$ cat config.mk
export PLATFORM = sky130hd
export DESIGN_NAME = cpm_ctrl
export DESIGN_NICKNAME = d
export VERILOG_FILES = /design/src/rtl/cpm_pkg.sv /design/src/rtl/cpm_opt_loader.sv /design/src/rtl/cpm_ctrl.sv
export SDC_FILE = /design/constraint.sdc
export NUM_CORES = 1
export LEC_CHECK = 0
export BUFFER_PORTS_ARGS = -buffer_cell sky130_fd_sc_hd__buf_2
export CAP_MARGIN = 0
export CORE_MARGIN = 8
export CORE_UTILIZATION = 35
export DETAILED_ROUTE_END_ITERATION = 8
export PLACE_DENSITY = 0.78
export SLEW_MARGIN = 30
export SYNTH_ARGS = -nofsm -noshare
export SYNTH_HDL_FRONTEND = slang
export SYNTH_HIERARCHICAL = 1
export SYNTH_SLANG_ARGS = --single-unit
$ cat constraint.sdc
create_clock -name clk_i -period 2.25 [get_ports clk_i]
set_clock_uncertainty 0.05 [all_clocks]
set_input_delay 0.225 -clock clk_i [delete_from_list [all_inputs] [get_ports clk_i]]
set_output_delay 0.225 -clock clk_i [all_outputs]
set_load 0.02 [all_outputs]
$ cat src/rtl/cpm_pkg.sv
// Package with register map, option word layout and mode types for the clock and power control.
package cpm_pkg;

  localparam logic [31:0] CPM_PDENTRY_ADDR  = 32'h0000_000c;
  localparam logic [31:0] CPM_CLKCTL_ADDR   = 32'h0000_0054;
  localparam logic [31:0] CPM_PWMCTL_ADDR   = 32'h0000_0044;
  localparam logic [31:0] CPM_STATUS_ADDR   = 32'h0000_0080;
  localparam logic [31:0] CPM_OPTION_ADDR   = 32'h0000_0084;

  localparam logic [10:0] CPM_OPT_ADDR      = 11'h7fc;
  localparam logic [13:0] CPM_OPT_BLANK     = 14'h3fff;
  localparam logic [10:0] CPM_REUSE_RESET   = 11'h400;
  localparam logic [10:0] CPM_REUSE_IRQ     = 11'h401;
  localparam logic [10:0] CPM_HALF_LAST     = 11'h3ff;
  localparam logic [10:0] CPM_RSV_FIRST     = 11'h7fc;

  localparam int CPM_OPT_PROTECT  = 13;
  localparam int CPM_OPT_REUSE    = 12;
  localparam int CPM_OPT_BOR_LO   = 10;
  localparam int CPM_OPT_XRST     = 7;
  localparam int CPM_OPT_WDT_LO   = 5;

  localparam int CPM_CK_SLOWSEL   = 7;
  localparam int CPM_CK_FASTSEL   = 6;
  localparam int CPM_CK_SLOWHALT  = 4;
  localparam int CPM_CK_FASTHALT  = 3;
  localparam int CPM_CK_SRC       = 2;
  localparam int CPM_PWM_CKSEL    = 4;

  localparam logic [7:0] CPM_CLKCTL_RST = 8'h03;
  localparam logic [7:0] CPM_PWMCTL_RST = 8'h00;

  typedef enum logic [1:0] {
    CPM_MODE_SLOW,
    CPM_MODE_FAST,
    CPM_MODE_IDLE,
    CPM_MODE_STOP
  } cpm_mode_t;

  typedef struct packed {
    logic       protect_n;
    logic       reuse_n;
    logic [1:0] brownout_reset_level;
    logic [1:0] rsv_hi;
    logic       ext_pin_reset_en;
    logic [1:0] watchdog_reset_mode;
    logic [4:0] rsv_lo;
  } cpm_opt_t;

  typedef struct packed {
    logic sysclk_run;
    logic fast_osc_run;
    logic slow_osc_run;
    logic timer0_run;
    logic wake_timer_run;
    logic pwm_run;
  } cpm_gate_t;

endpackage

$ cat src/rtl/cpm_opt_loader.sv
// Loader that fetches the boot option word from program memory after reset.
`timescale 1ns/1ps
module cpm_opt_loader
  import cpm_pkg::*;
(
  // Clock and reset
  input  wire logic        clk_i,
  input  wire logic        arst_n_i,
  // Program memory read port
  output logic [10:0]      mem_addr_o,
  input  wire logic [13:0] mem_data_i,
  // Latched word
  output cpm_opt_t         opt_o,
  output logic             done_o
);

  logic        done_q;
  logic [13:0] word_q;

  assign mem_addr_o = CPM_OPT_ADDR;

  always_ff @(posedge clk_i or negedge arst_n_i) begin
    if (!arst_n_i) begin
      done_q <= 1'b0;
      word_q <= CPM_OPT_BLANK;
    end else if (!done_q) begin
      // Taken once after release and frozen until the next reset.
      done_q <= 1'b1;
      word_q <= mem_data_i;
    end
  end

  assign opt_o  = cpm_opt_t'(word_q);
  assign done_o = done_q;

endmodule

$ cat src/rtl/cpm_ctrl.sv
// Clock mode and power-down control with boot option decode and AHB-Lite registers.
//
// Notes on behaviour
// - Boot option word read from 7FCh.
// - Blank option word reads all ones.
// - Bit 13 low blocks program readout.
// - Re-use moves vectors to 400h, 401h.
// - Bits 11-10 pick reset and detect levels.
// - Bit 7 enables external pin reset.
// - Bits 6-5 pick watchdog reset mode.
// - Protect without re-use covers first half.
// - Protect with re-use covers all but top.
// - Halt or register write enters power-down.
// - Reset, interrupt or low pin wakes.
// - Idle keeps only slow clock for timer.
// - Source bit selects fast mode; type bit.
// - Fast mode clocks timer0 and selectable pwm.
// - Reset starts slow; slow type selectable.
// - Halt with slow clock on enters idle.
// - Halt with slow clock off enters stop.
// - Wake timer runs on and wakes idle.
// - Divider field divides by 16, 4, 2, 1.
`timescale 1ns/1ps
module cpm_ctrl
  import cpm_pkg::*;
(
  // Clock and reset
  input  wire logic        clk_i,
  input  wire logic        arst_n_i,
  // AHB-Lite slave
  input  wire logic        hsel_i,
  input  wire logic [31:0] haddr_i,
  input  wire logic [1:0]  htrans_i,
  input  wire logic        hwrite_i,
  input  wire logic [2:0]  hsize_i,
  input  wire logic [31:0] hwdata_i,
  input  wire logic        hready_i,
  output logic [31:0]      hrdata_o,
  output logic             hreadyout_o,
  output logic             hresp_o,
  // Program memory
  output logic [10:0]      mem_addr_o,
  input  wire logic [13:0] mem_data_i,
  input  wire logic [10:0] fetch_addr_i,
  input  wire logic        prog_read_i,
  output logic             read_block_o,
  output logic [10:0]      reset_vec_o,
  output logic [10:0]      irq_vec_o,
  // Core events
  input  wire logic        halt_i,
  input  wire logic        ext_irq_i,
  input  wire logic        wake_timer_irq_i,
  input  wire logic [5:0]  porta_low_n_i,
  input  wire logic [5:0]  portb_low_n_i,
  input  wire logic        ext_pin_i,
  // Option outputs
  output logic [1:0]       brownout_reset_level_o,
  output logic             supply_drop_en_o,
  output logic             ext_pin_reset_o,
  output logic             ext_pin_gpio_o,
  output logic             watchdog_reset_en_o,
  // Clock control
  output cpm_mode_t        mode_o,
  output cpm_gate_t        gate_o,
  output logic             fast_osc_sel_o,
  output logic             slow_osc_sel_o,
  output logic             wake_timer_div2_o,
  output logic             pwm_clk_sel_o,
  output logic [4:0]       sysclk_div_o,
  output logic             cpu_stall_o
);

  cpm_opt_t  opt;
  logic      opt_done;
  cpm_mode_t mode_q;
  cpm_mode_t run_mode_q;
  logic [7:0] clkctl_q;
  logic [7:0] pwmctl_q;
  logic       ap_valid_q;
  logic       ap_write_q;
  logic [31:0] ap_addr_q;
  logic       pd_req;
  logic       wake;
  logic       in_pd;

  cpm_opt_loader u_loader (
    .clk_i      (clk_i),
    .arst_n_i   (arst_n_i),
    .mem_addr_o (mem_addr_o),
    .mem_data_i (mem_data_i),
    .opt_o      (opt),
    .done_o     (opt_done)
  );

  // Boot option decode.
  logic in_low_half;
  logic below_rsv;
  assign in_low_half = (fetch_addr_i <= CPM_HALF_LAST);
  assign below_rsv   = (fetch_addr_i < CPM_RSV_FIRST);
  // Protection only hides code from readout; the core's own fetches are never blocked.
  assign read_block_o = prog_read_i && !opt.protect_n &&
                        (opt.reuse_n ? in_low_half
                                     : below_rsv);
  assign reset_vec_o = opt.reuse_n ? 11'h000 : CPM_REUSE_RESET;
  assign irq_vec_o   = opt.reuse_n ? 11'h001 : CPM_REUSE_IRQ;
  assign brownout_reset_level_o = opt.brownout_reset_level;
  assign supply_drop_en_o = !opt.brownout_reset_level[1];
  assign ext_pin_reset_o = opt.ext_pin_reset_en && !ext_pin_i;
  assign ext_pin_gpio_o  = !opt.ext_pin_reset_en;
  assign in_pd = (mode_q == CPM_MODE_IDLE) || (mode_q == CPM_MODE_STOP);
  assign watchdog_reset_en_o = opt.watchdog_reset_mode[1] &&
                               (opt.watchdog_reset_mode[0] || !in_pd);

  // AHB-Lite: zero wait states, always OKAY.
  logic ap_take;
  assign ap_take = hsel_i && hready_i && htrans_i[1];

  always_ff @(posedge clk_i or negedge arst_n_i) begin
    if (!arst_n_i) begin
      ap_valid_q <= 1'b0;
      ap_write_q <= 1'b0;
      ap_addr_q  <= 32'h0000_0000;
    end else begin
      ap_valid_q <= ap_take;
      ap_write_q <= hwrite_i;
      ap_addr_q  <= haddr_i;
    end
  end

  logic wr;
  assign wr = ap_valid_q && ap_write_q;
  assign hreadyout_o = 1'b1;
  assign hresp_o     = 1'b0;

  always_ff @(posedge clk_i or negedge arst_n_i) begin
    if (!arst_n_i) begin
      clkctl_q <= CPM_CLKCTL_RST;
    end else if (wr && ap_addr_q == CPM_CLKCTL_ADDR) begin
      // Type bits are stored as written; firmware orders the steps.
      clkctl_q <= hwdata_i[7:0] & 8'hdf;
    end
  end

  always_ff @(posedge clk_i or negedge arst_n_i) begin
    if (!arst_n_i) begin
      pwmctl_q <= CPM_PWMCTL_RST;
    end else if (wr && ap_addr_q == CPM_PWMCTL_ADDR) begin
      pwmctl_q <= hwdata_i[7:0];
    end
  end

  // Read data is combinational from the registered address phase.
  always_comb begin
    hrdata_o = 32'h0000_0000;
    if (ap_valid_q && !ap_write_q) begin
      unique case (ap_addr_q)
        CPM_CLKCTL_ADDR: hrdata_o = {24'h00_0000, clkctl_q};
        CPM_PWMCTL_ADDR: hrdata_o = {24'h00_0000, pwmctl_q};
        CPM_STATUS_ADDR: hrdata_o = {29'h0000_0000, opt_done, mode_q};
        CPM_OPTION_ADDR: hrdata_o = {18'h0_0000, opt};
        default:         hrdata_o = 32'h0000_0000;
      endcase
    end
  end

  // Power-down sequencing.
  assign pd_req = halt_i || (wr && ap_addr_q == CPM_PDENTRY_ADDR);
  assign wake = ext_irq_i || !(&porta_low_n_i) || !(&portb_low_n_i) ||
                (wake_timer_irq_i && mode_q == CPM_MODE_IDLE);

  always_ff @(posedge clk_i or negedge arst_n_i) begin
    if (!arst_n_i) begin
      mode_q <= CPM_MODE_SLOW;
    end else begin
      unique case (mode_q)
        CPM_MODE_SLOW,
        CPM_MODE_FAST: begin
          if (pd_req) begin
            mode_q <= clkctl_q[CPM_CK_SLOWHALT] ? CPM_MODE_STOP
                                                : CPM_MODE_IDLE;
          end else begin
            mode_q <= clkctl_q[CPM_CK_SRC] ? CPM_MODE_FAST : CPM_MODE_SLOW;
          end
        end
        CPM_MODE_IDLE,
        CPM_MODE_STOP: begin
          if (wake) begin
            mode_q <= run_mode_q;
          end
        end
      endcase
    end
  end

  always_ff @(posedge clk_i or negedge arst_n_i) begin
    if (!arst_n_i) begin
      run_mode_q <= CPM_MODE_SLOW;
    end else if (!in_pd) begin
      run_mode_q <= clkctl_q[CPM_CK_SRC] ? CPM_MODE_FAST : CPM_MODE_SLOW;
    end
  end

  // Clock gating per mode.
  logic fast_m;
  assign fast_m = (mode_q == CPM_MODE_FAST);
  always_comb begin
    gate_o.sysclk_run     = !in_pd;
    gate_o.fast_osc_run   = !in_pd && !clkctl_q[CPM_CK_FASTHALT];
    gate_o.slow_osc_run   = (mode_q != CPM_MODE_STOP);
    gate_o.timer0_run     = !in_pd;
    gate_o.wake_timer_run = (mode_q != CPM_MODE_STOP);
    gate_o.pwm_run        = !in_pd;
  end

  assign mode_o            = mode_q;
  assign fast_osc_sel_o    = clkctl_q[CPM_CK_FASTSEL];
  assign slow_osc_sel_o    = clkctl_q[CPM_CK_SLOWSEL];
  assign wake_timer_div2_o = !clkctl_q[CPM_CK_SLOWSEL];
  assign pwm_clk_sel_o     = fast_m && pwmctl_q[CPM_PWM_CKSEL];
  assign cpu_stall_o       = in_pd || !opt_done;

  always_comb begin
    unique case (clkctl_q[1:0])
      2'b00:   sysclk_div_o = 5'h10;
      2'b01:   sysclk_div_o = 5'h04;
      2'b10:   sysclk_div_o = 5'h02;
      default: sysclk_div_o = 5'h01;
    endcase
  end
endmodule

## Yosys cells after proc, flatten, opt, wreduce, memory -nomap -nowiden

Cells that the tools add are included.
W data, S select, Z words.

- Register bits after elaboration: 68
- Input bits: 116
- Output and inout bits: 92
- Logic and storage cells: 72

- Order comparisons: 2
- Equal/unequal tests: 12
- Mux-type cells: 11
- Reductions and logical operators: 38

Operators by type and width:

| kind | number |
|---|---|
| $eq A32 B7 Y1 const B | 2 |
| $eq A32 B8 Y1 const B | 2 |
| $pmux W14 S4 | 1 |
| $eq A32 B4 Y1 const B | 1 |
| $mux W11 | 2 |
| $pmux W5 S3 | 1 |
| $logic_and A1 B1 Y1 | 14 |
| $mux W14 | 1 |
| $reduce_and A6 Y1 | 2 |
| $le A11 B10 Y1 const B | 1 |
| $logic_not A1 Y1 | 11 |
| $lt A11 B11 Y1 const B | 1 |
| $logic_or A1 B1 Y1 | 7 |
| $eq A2 B2 Y1 const B | 3 |
| $eq A2 B1 Y1 const B | 2 |
| $logic_not A2 Y1 | 2 |
| $mux W2 | 2 |
| $ne A2 B2 Y1 const B | 2 |
| $pmux W2 S2 | 1 |
| $reduce_or A2 Y1 | 2 |
| $mux W1 | 3 |

## Longest topological paths before layout

Gate-level depths: netlist of the first run.

- Depth in word-level cells: 7
- Mapped depth: 6
- Depth with buffers taken out: 5

## Hierarchy

Netlist of the first run, hierarchy kept.

By module, submodules not included:

| module | times used | cells an instance | area each (sq um) | sequential area each (sq um) |
|---|---|---|---|---|
| cpm_ctrl | 1 | 214 | 2552.4 | 1303.8 |
| cpm_opt_loader | 1 | 43 | 651.9 | 392.9 |

## Least setup slack after synthesis of the first run

No wires, ideal clock.

- Path kind: reg2out
- From: reg ap_addr_q[13]
- To: out hrdata_o[2]
- Arrival: 2149 ps
- Required time: 1975 ps
- Path slack: -174 ps
- Cell stages (with the launch flop): 6
- Buffers on the path: 0
- Path through: dfrtp_1 > or4_4 > nor4b_1 > nand2_1 > o22a_2 > nor3_1

- Cells in the longest elaborated chain, start to end: 3
- Elaborated cells on any way between the ends: 6
- Those cells by class: 4 x eq/ne; 2 x mux

RTL lines:

| item | line | RTL |
|---|---|---|
| start, declared | cpm_ctrl.sv:81 | `logic [31:0] ap_addr_q;` |
| start signal, assigned | cpm_ctrl.sv:126 | `ap_addr_q <= haddr_i;` |
| $eq A32 B8 Y1 or $eq A32 B7 Y1 (tied branches) | cpm_ctrl.sv:156 | `unique case (ap_addr_q)` |
| $pmux W14 S4 * | cpm_ctrl.sv:156 |  |
| $mux W14 * | cpm_ctrl.sv:155 | `if (ap_valid_q && !ap_write_q) begin` |
| end, declared | cpm_ctrl.sv:38 | `output logic [31:0] hrdata_o,` |

Mark *: on every way between the ends. The rest lies on a longest branch, timed or not.

## Worst setup path in the final report of the first run

- From: reg ap_addr_q[15]
- To: out hrdata_o[11]

Same word-level chain as after synthesis.

==> results of run 1 <==
worst register-to-register path: stages (launching register included):
cell                      delay, ns
sky130_fd_sc_hd__dfrtp_1       0.36
sky130_fd_sc_hd__or4_4         0.57
sky130_fd_sc_hd__nor4_4        0.31
sky130_fd_sc_hd__nand2_2       0.09
sky130_fd_sc_hd__buf_6         0.13
sky130_fd_sc_hd__or4_4         0.53
sky130_fd_sc_hd__mux2_4        0.34
kinds of logic after synthesis:
logic type             count (synthesis)
buffers and inverters                 70
flip-flops                            67
AND/OR/NAND/NOR                       59
multiplexers                          44
AO/OA/AOI/OAI                         13
other                                  4
worst min-delay path by stage:
stage	start	end	slack [ns]	cells past startpoint
2_1_floorplan	arst_n_i	ap_addr_q[0]$_DFF_PN0_	-0.12	0
3_3_place_gp	arst_n_i	u_loader/done_o$_DFF_PN0_	0.11	1
3_5_place_dp	arst_n_i	u_loader/done_o$_DFF_PN0_	0.12	1
4_1_cts	hready_i	ap_valid_q$_DFF_PN0_	0.06	2
5_1_grt	mem_data_i[3]	u_loader/opt_o[3]$_DFFE_PN1N_	0.06	2
6_report	mem_data_i[10]	u_loader/opt_o[10]$_DFFE_PN1N_	0.07	2
power by group through the flow:
stage / logic [W] / registers, W / clock network, W
floorplan: 0.000299 / 0.00137 / 0
global placement: 0.000393 / 0.00136 / 0
detailed placement: 0.000399 / 0.00137 / 0
CTS: 0.000445 / 0.00135 / 0.00113
global route: 0.000494 / 0.00136 / 0.00119
finish: 0.000456 / 0.00135 / 0.00112
synth_stat cells (4+ instances only):
| library cell | n | area (sq um) |
|---|---|---|
| sky130_fd_sc_hd__conb_1 | 4 | 15.0 |
| sky130_fd_sc_hd__nor2_1 | 11 | 41.3 |
| sky130_fd_sc_hd__buf_4 | 56 | 420 |
| sky130_fd_sc_hd__mux2_2 | 20 | 225 |
| sky130_fd_sc_hd__dfrtp_1 | 51 | 1280 |
| sky130_fd_sc_hd__inv_1 | 8 | 30.0 |
| sky130_fd_sc_hd__and2_1 | 6 | 37.5 |
| sky130_fd_sc_hd__dfstp_2 | 16 | 420 |
| sky130_fd_sc_hd__mux2_4 | 15 | 225 |
| sky130_fd_sc_hd__nor3_1 | 7 | 35.0 |
| sky130_fd_sc_hd__mux2i_1 | 9 | 90.1 |
| sky130_fd_sc_hd__nand4_1 | 6 | 37.5 |
| sky130_fd_sc_hd__nand2_1 | 5 | 18.8 |
| sky130_fd_sc_hd__a22oi_1 | 4 | 30.0 |
layer usage:
metal / track usage (%) / share of wire, % / up-vias
li1: - / - / 1115
met1: 13.8 / 35 / 1180
met2: 27.0 / 51 / 144
met3: 8.44 / 12 / 13
met4: 4.92 / 1.6 / 0
met5: 0 / 0 / -
layout make-up:
cell class                 count  area [sq um]  area share, %
clock buffer                  11           141           3.09
clock inverter                 5          86.3           1.89
inverter                       8          30.0          0.656
multi-input combinational    169          1300           28.5
sequential                    67          1700           37.1
tap                          111           139           3.04
timing repair buffer         175          1180           25.8
registers in the layout, indices dropped and copies added, names as in the netlist:
signal	flops
ap_write_q	1
ap_valid_q	1
clkctl_q	7
ap_addr_q	32
mode_o	2
u_loader/done_o	1
pwmctl_q	8
u_loader/opt_o	14
run_mode_q	1
stage by stage:
step	setup TNS (ns)	worst slack [ns]	hold slack, ns
3_5_place_dp	-2.56	-0.156	0.116
4_1_cts	-8.06	-0.376	0.0633
5_1_grt	-9.90	-0.456	0.0613
6_report	-8.14	-0.384	0.0718
3_3_place_gp	-2.21	-0.154	0.112
2_1_floorplan	-2.27	-0.158	-0.121
repair_timing:
item                       4_1_cts  5_1_grt
hold endpoints to repair        36        0
pin swaps                        8       11
hold buffers                    34        0
resized for setup               19       31
setup buffers                    3        2
setup endpoints to repair       29       29
==> insert_results.sql, run 1 <==
INSERT INTO impl_metrics (metric_group, metric, value, unit) VALUES
('status', 'status', 'finished with violations', ''),
('die', 'placementRows', '35', ''),
('synthesis', 'yosys_register_bits', '67', ''),
('detailed_routing', 'drtPass1Iterations', '4', ''),
('synthesis', 'postSynthAreaPerCell', '12.5', 'sq um'),
('hold_path', 'hold_removal_path_class', 'primary input to flip-flop', ''),
('synthesis', 'synth_area_in_compound_gates', '3.01', '%'),
('synthesis', 'multiplexer_area_fraction_after_synthesis', '16.9', '%'),
('layout', 'antenna_cells_inserted', '0', ''),
('sta', 'finalCriticalPeriod', '2.63', 'ns'),
('synthesis', 'netlist_instances', '257', ''),
('die', 'dieHeight', '112', 'um'),
('detailed_routing', 'via_count', '2452', ''),
('setup_path', 'timing.critical_path.to_type', 'output pin', ''),
('die', 'design.core.area', '9060', 'sq um'),
('pwr', 'switching_portion_of_total_power', '26.4', '%'),
('pwr', 'leakage', '2.27', 'nW'),
('die', 'initial_core_util', '35.3', '%'),
('setup_path', 'crit_start', 'ap_addr_q[15]$_DFF_PN0_', ''),
('setup_path', 'reg2reg_from', 'ap_addr_q[15]$_DFF_PN0_', ''),
('setup_path', 'worst_setup_path_start_kind', 'flip-flop', ''),
('detailed_routing', 'initialDrtViolationCount', '94', ''),
('setup_path', 'critical_path_required', '1.98', 'ns'),
('layout', 'fillers', '750', ''),
('pwr', 'power_density', '641', 'nW/um^2'),
('setup_path', 'critical_path.max_stage_delay', '0.57', 'ns'),
('synthesis', 'synth_area', '3200', 'sq um'),
('synthesis', 'post_synth_adder_cell_area', '0', '%'),
('setup_path', 'cp.arrival', '2.36', 'ns'),
('sta', 'final_min_period_over_clock_period', '117', '%'),
('sta', 'grt_setup_unrepaired', 'yes', ''),
('layout', 'post-route-util', '50.5', '%'),
('clock_tree', 'tritoncts.num_buffers', '9', ''),
('synthesis', 'number_of_enable_flip_flop_cells_after_synthesis', '0', ''),
('synthesis', 'synth_flop_cell', 'sky130_fd_sc_hd__dfrtp_1', ''),
('sta', 'fmax_achieved', '380', 'MHz'),
('pwr', 'power.share.sequential', '46.1', '%'),
('synthesis', 'yosys.area_share.simple', '11.2', '%'),
('layout', 'layout.cells.most_common', 'sky130_fd_sc_hd__buf_2', ''),
('detailed_routing', 'ant_nets', '0', ''),
('synthesis', 'yosysWarningCount', '6', ''),
('sta', 'final_ws_setup', '-0.384', 'ns'),
('layout', 'final_cell_area', '4580', 'sq um'),
('synthesis', 'fraction_of_the_yosys_area_taken_by_sequential_cells', '52.9', '%'),
('layout', 'fin_cells', '546', ''),
('job', 'max-cap-violations', '0', ''),
('status', 'violated_checks', 'negative setup slack', ''),
('clock_tree', 'htreeDepth', '3', ''),
('setup_path', 'timing.rr.end', 'pwmctl_q[2]$_DFFE_PN0P_', ''),
('global_routing', 'number_of_antenna_violations_at_the_first_check_in_global_routing', '0', ''),
('sta', 'hold_viol_final', '0', ''),
('sta', 'setup_viol', '29', ''),
('pwr', 'max-vdd-ir-drop', '0.000597', 'V'),
('pwr', 'net-switching-power', '0.000774', 'W'),
('global_routing', 'global_route.usage.total', '14.9', '%'),
('detailed_routing', 'routedWlPerCell', '17.6', 'um'),
('clock_tree', 'clockRootBuffer', 'sky130_fd_sc_hd__clkbuf_8', ''),
('sta', 'finalMaxSlewViolations', '0', ''),
('global_routing', 'grt_start_max_net_pins', '53', ''),
('synthesis', 'synthXorXnorAreaFrac', '0', '%'),
('synthesis', 'yosys.cell_types.count', '34', ''),
('global_routing', 'grt_first_pass_wirelength', '14600', 'um'),
('pwr', 'p_int', '0.00216', 'W'),
('pwr', 'comb_power_share', '15.6', '%'),
('placed_design', 'dpl_cell_area', '3820', 'sq um'),
('layout', 'final_layout_size_suffix_gt1_share', '53.6', '%'),
('setup_path', 'cpLargestDelayFamily', 'simple AND/OR/NAND/NOR gates', ''),
('layout', 'mostFrequentLayoutCells', 'sky130_fd_sc_hd__buf_2 (111), sky130_fd_sc_hd__conb_1 (53), sky130_fd_sc_hd__dfrtp_1 (51)', ''),
('placed_design', 'numPlacedInstances', '494', ''),
('die', 'die_width', '112', 'um'),
('clock_tree', 'cts.sink_count', '67', '');
Note: power is estimated with default switching activity, not from simulation.
==> run 2: changes to the inputs <==
Settings changed: PLACE_DENSITY 0.78 to 0.75.
Clock period 2.25 ns to 3.38 ns, I/O delays scaled along.
==> insert_results.sql, run 2 (synthesis results as in run 1) <==
INSERT INTO impl_metrics (metric_group, metric, value, unit) VALUES
('setup_path', 'worstPathCellList', 'or4_4 -> nor4b_1 -> nand2_1 -> o22a_2 -> nor3_1 -> buf_2', ''),
('clock_tree', 'tritoncts', 'built', ''),
('detailed_routing', 'initialDrtViolationCount', '79', ''),
('clock_tree', 'clkSlewWorstSetupHoldPaths', '0.07', 'ns'),
('global_routing', 'grt_first_pass_wirelength', '12700', 'um'),
('sta', 'finalMaxSlewViolations', '0', ''),
('detailed_routing', 'drt-vias-per-instance', '4.38', ''),
('pwr', 'power_density', '484', 'nW/um^2'),
('setup_path', 'path_buf_inv', '1', ''),
('detailed_routing', 'wl_met2', '3680', 'um'),
('sta', 'finalCriticalPeriod', '3.10', 'ns'),
('die', 'die_area', '12500', 'sq um'),
('sta', 'setup_total_negative_slack', '0', 'ns'),
('placed_design', 'finalWeightedCongestion', '0.741', ''),
('pwr', 'leakage', '2.00', 'nW'),
('global_routing', 'grt_remaining_overflow', '0', ''),
('sta', 'whs', '0.0572', 'ns'),
('layout', 'nets', '498', ''),
('die', 'placementRows', '35', ''),
('sta', 'max_slew_margin', '57.1', '%'),
('setup_path', 'critical_path_required', '2.99', 'ns'),
('layout', 'final_layout_size_suffix_gt1_share', '51.7', '%'),
('layout', 'mostFrequentLayoutCells', 'sky130_fd_sc_hd__buf_2 (125), sky130_fd_sc_hd__conb_1 (53), sky130_fd_sc_hd__dfrtp_1 (51)', ''),
('detailed_routing', 'routedWlPerCell', '15.8', 'um'),
('sta', 'worst_slew_pin_slew', '0.643', 'ns'),
('detailed_routing', 'drtPass1Iterations', '4', ''),
('detailed_routing', 'routed_wl', '7870', 'um'),
('setup_path', 'critPathKind', 'flip-flop to output pin', ''),
('global_routing', 'grt_start_max_net_pins', '40', ''),
('setup_path', 'critPathSlowestCell', 'sky130_fd_sc_hd__or4_4', ''),
('clock_tree', 'clock_tree.buffer_depth', '2', ''),
('detailed_routing', 'top_layer_used', 'met4', ''),
('detailed_routing', 'wirelength_met1', '3080', 'um'),
('clock_tree', 'tritoncts.num_buffers', '9', ''),
('die', 'io-pin-count', '208', ''),
('status', 'status', 'completed', ''),
('setup_path', 'critical_path.max_stage_delay', '0.55', 'ns'),
('detailed_routing', 'via_count', '2182', ''),
('layout', 'layout.cells.most_common', 'sky130_fd_sc_hd__buf_2', ''),
('detailed_routing', 'routed-wl-met3', '1040', 'um'),
('clock_tree', 'insertion_delay', '0.33', 'ns'),
('clock_tree', 'cts.sink_count', '67', ''),
('die', 'dieHeight', '112', 'um'),
('sta', 'setup_viol', '0', ''),
('layout', 'areaGrowthSynthToFinish', '22.8', '%'),
('placed_design', 'place.port_buffers', '125', ''),
('setup_path', 'crit_fanout', '6', ''),
('clock_tree', 'htreeDepth', '3', ''),
('layout', 'max_flop_register', 'ap_addr_q', ''),
('sta', 'final_min_period_over_clock_period', '91.8', '%'),
('hold_path', 'hold_removal_path_class', 'primary input to flip-flop', ''),
('die', 'initial_core_util', '35.3', '%'),
('detailed_routing', 'ant_nets', '0', ''),
('die', 'design.core.area', '9060', 'sq um'),
('setup_path', 'worst_setup_path_start_kind', 'flip-flop', ''),
('die', 'die_width', '112', 'um'),
('sta', 'hold_viol_final', '0', ''),
('setup_path', 'timing.critical_path.to_type', 'output pin', ''),
('sta', 'fmax_achieved', '322', 'MHz'),
('pwr', 'max-vdd-ir-drop', '0.000450', 'V'),
('clock_tree', 'cts_setup_buffers', '0', ''),
('layout', 'antenna_cells_inserted', '0', ''),
('setup_path', 'cpLargestDelayFamily', 'simple AND/OR/NAND/NOR gates', ''),
('sta', 'grt_setup_unrepaired', 'no', ''),
('global_routing', 'via_count_of_the_first_global_routing_pass', '2456', ''),
('global_routing', 'global_route.usage.total', '12.9', '%'),
('layout', 'largest_reg_flops', '32', ''),
('setup_path', 'cp.arrival', '2.71', 'ns'),
('detailed_routing', 'drt_drc_violations_left', '0', ''),
('placed_design', 'dp_hpwl', '6430', 'um'),
('job', 'max-cap-violations', '0', ''),
('clock_tree', 'clockRootBuffer', 'sky130_fd_sc_hd__clkbuf_8', ''),
('global_routing', 'number_of_antenna_violations_at_the_first_check_in_global_routing', '0', '');
run 2: changes by cell type in the layout (fill, tap and decap cells not counted), moves of 3 or more:
| cell | previous run | this run |
|---|---|---|
| sky130_fd_sc_hd__buf_6 | 12 | 0 |
| sky130_fd_sc_hd__and2_1 | 1 | 6 |
| sky130_fd_sc_hd__nor2_1 | 8 | 11 |
| sky130_fd_sc_hd__buf_2 | 111 | 125 |
| sky130_fd_sc_hd__buf_4 | 17 | 1 |
| sky130_fd_sc_hd__and2_4 | 5 | 0 |
| sky130_fd_sc_hd__inv_6 | 0 | 3 |
| sky130_fd_sc_hd__nor3_1 | 2 | 7 |
| sky130_fd_sc_hd__dlygate4sd3_1 | 34 | 1 |
| sky130_fd_sc_hd__nor3_4 | 3 | 0 |
run 2: final timing paths:
kind | to | startpoint | slack, ns | cells after the start
hold / removal | ap_addr_q[27]$_DFF_PN0_ | haddr_i[27] | 0.06 | 1
setup reg to reg | pwmctl_q[7]$_DFFE_PN0P_ | ap_addr_q[13]$_DFF_PN0_ | 0.64 | 5
max in group asynchronous | clkctl_q[0]$_DFFE_PN1P_ | arst_n_i | 1.85 | 3
hold reg to reg | pwmctl_q[6]$_DFFE_PN0P_ | pwmctl_q[6]$_DFFE_PN0P_ | 0.47 | 1
min in group asynchronous | ap_addr_q[14]$_DFF_PN0_ | arst_n_i | 0.50 | 2
setup / recovery | hrdata_o[2] | ap_addr_q[13]$_DFF_PN0_ | 0.28 | 6
run 2: layout make-up:
class	instances	area [sq um]
Clock inverter	6	95.1
Inverter	8	30.0
Multi-Input combinational cell	169	1190
Clock buffer	10	138
Timing Repair Buffer	127	643
Fill cell	867	5130
Tap cell	111	139
Sequential cell	67	1700
run 2: through the flow:
stage	cell area [sq um]	power [W]	utilization (%)	worst slack, ns	std cells
finish	3940	0.00190	43.4	0.277	498
global route	3940	0.00200	43.4	0.151	498
CTS	3940	0.00193	43.4	0.244	498
detailed placement	3690	0.00117	40.7	0.637	481
global placement	3690	0.00116	40.7	0.630	481
floorplan	3390	0.00111	-	0.843	306
run 2: power by group:
group	switching, W	total (W)	internal (W)
Clock	0.000307	0.000751	0.000444
Sequential	0.0000384	0.000904	0.000865
Combinational	0.000149	0.000249	0.0000995
run 2: layer usage:
layer  GRT usage (%)  vias to the layer above
li1                -                     1020
met1            13.6                     1018
met2            21.3                      136
met3            7.25                        8
met4            4.38                        0
met5               0                        -
run 2: repair_timing:
action / in CTS / in global routing
hold buffers: 1 / 0
resized for setup: 0 / 0
endpoints found under the hold margin: 14 / 0
run 2: worst register-to-register path, stage by stage (launching register included):
cell,delay (ns)
sky130_fd_sc_hd__dfrtp_1,0.36
sky130_fd_sc_hd__or4_4,0.55
sky130_fd_sc_hd__nor4_4,0.42
sky130_fd_sc_hd__nand2_2,0.15
sky130_fd_sc_hd__or4_1,0.70
sky130_fd_sc_hd__mux2_4,0.40
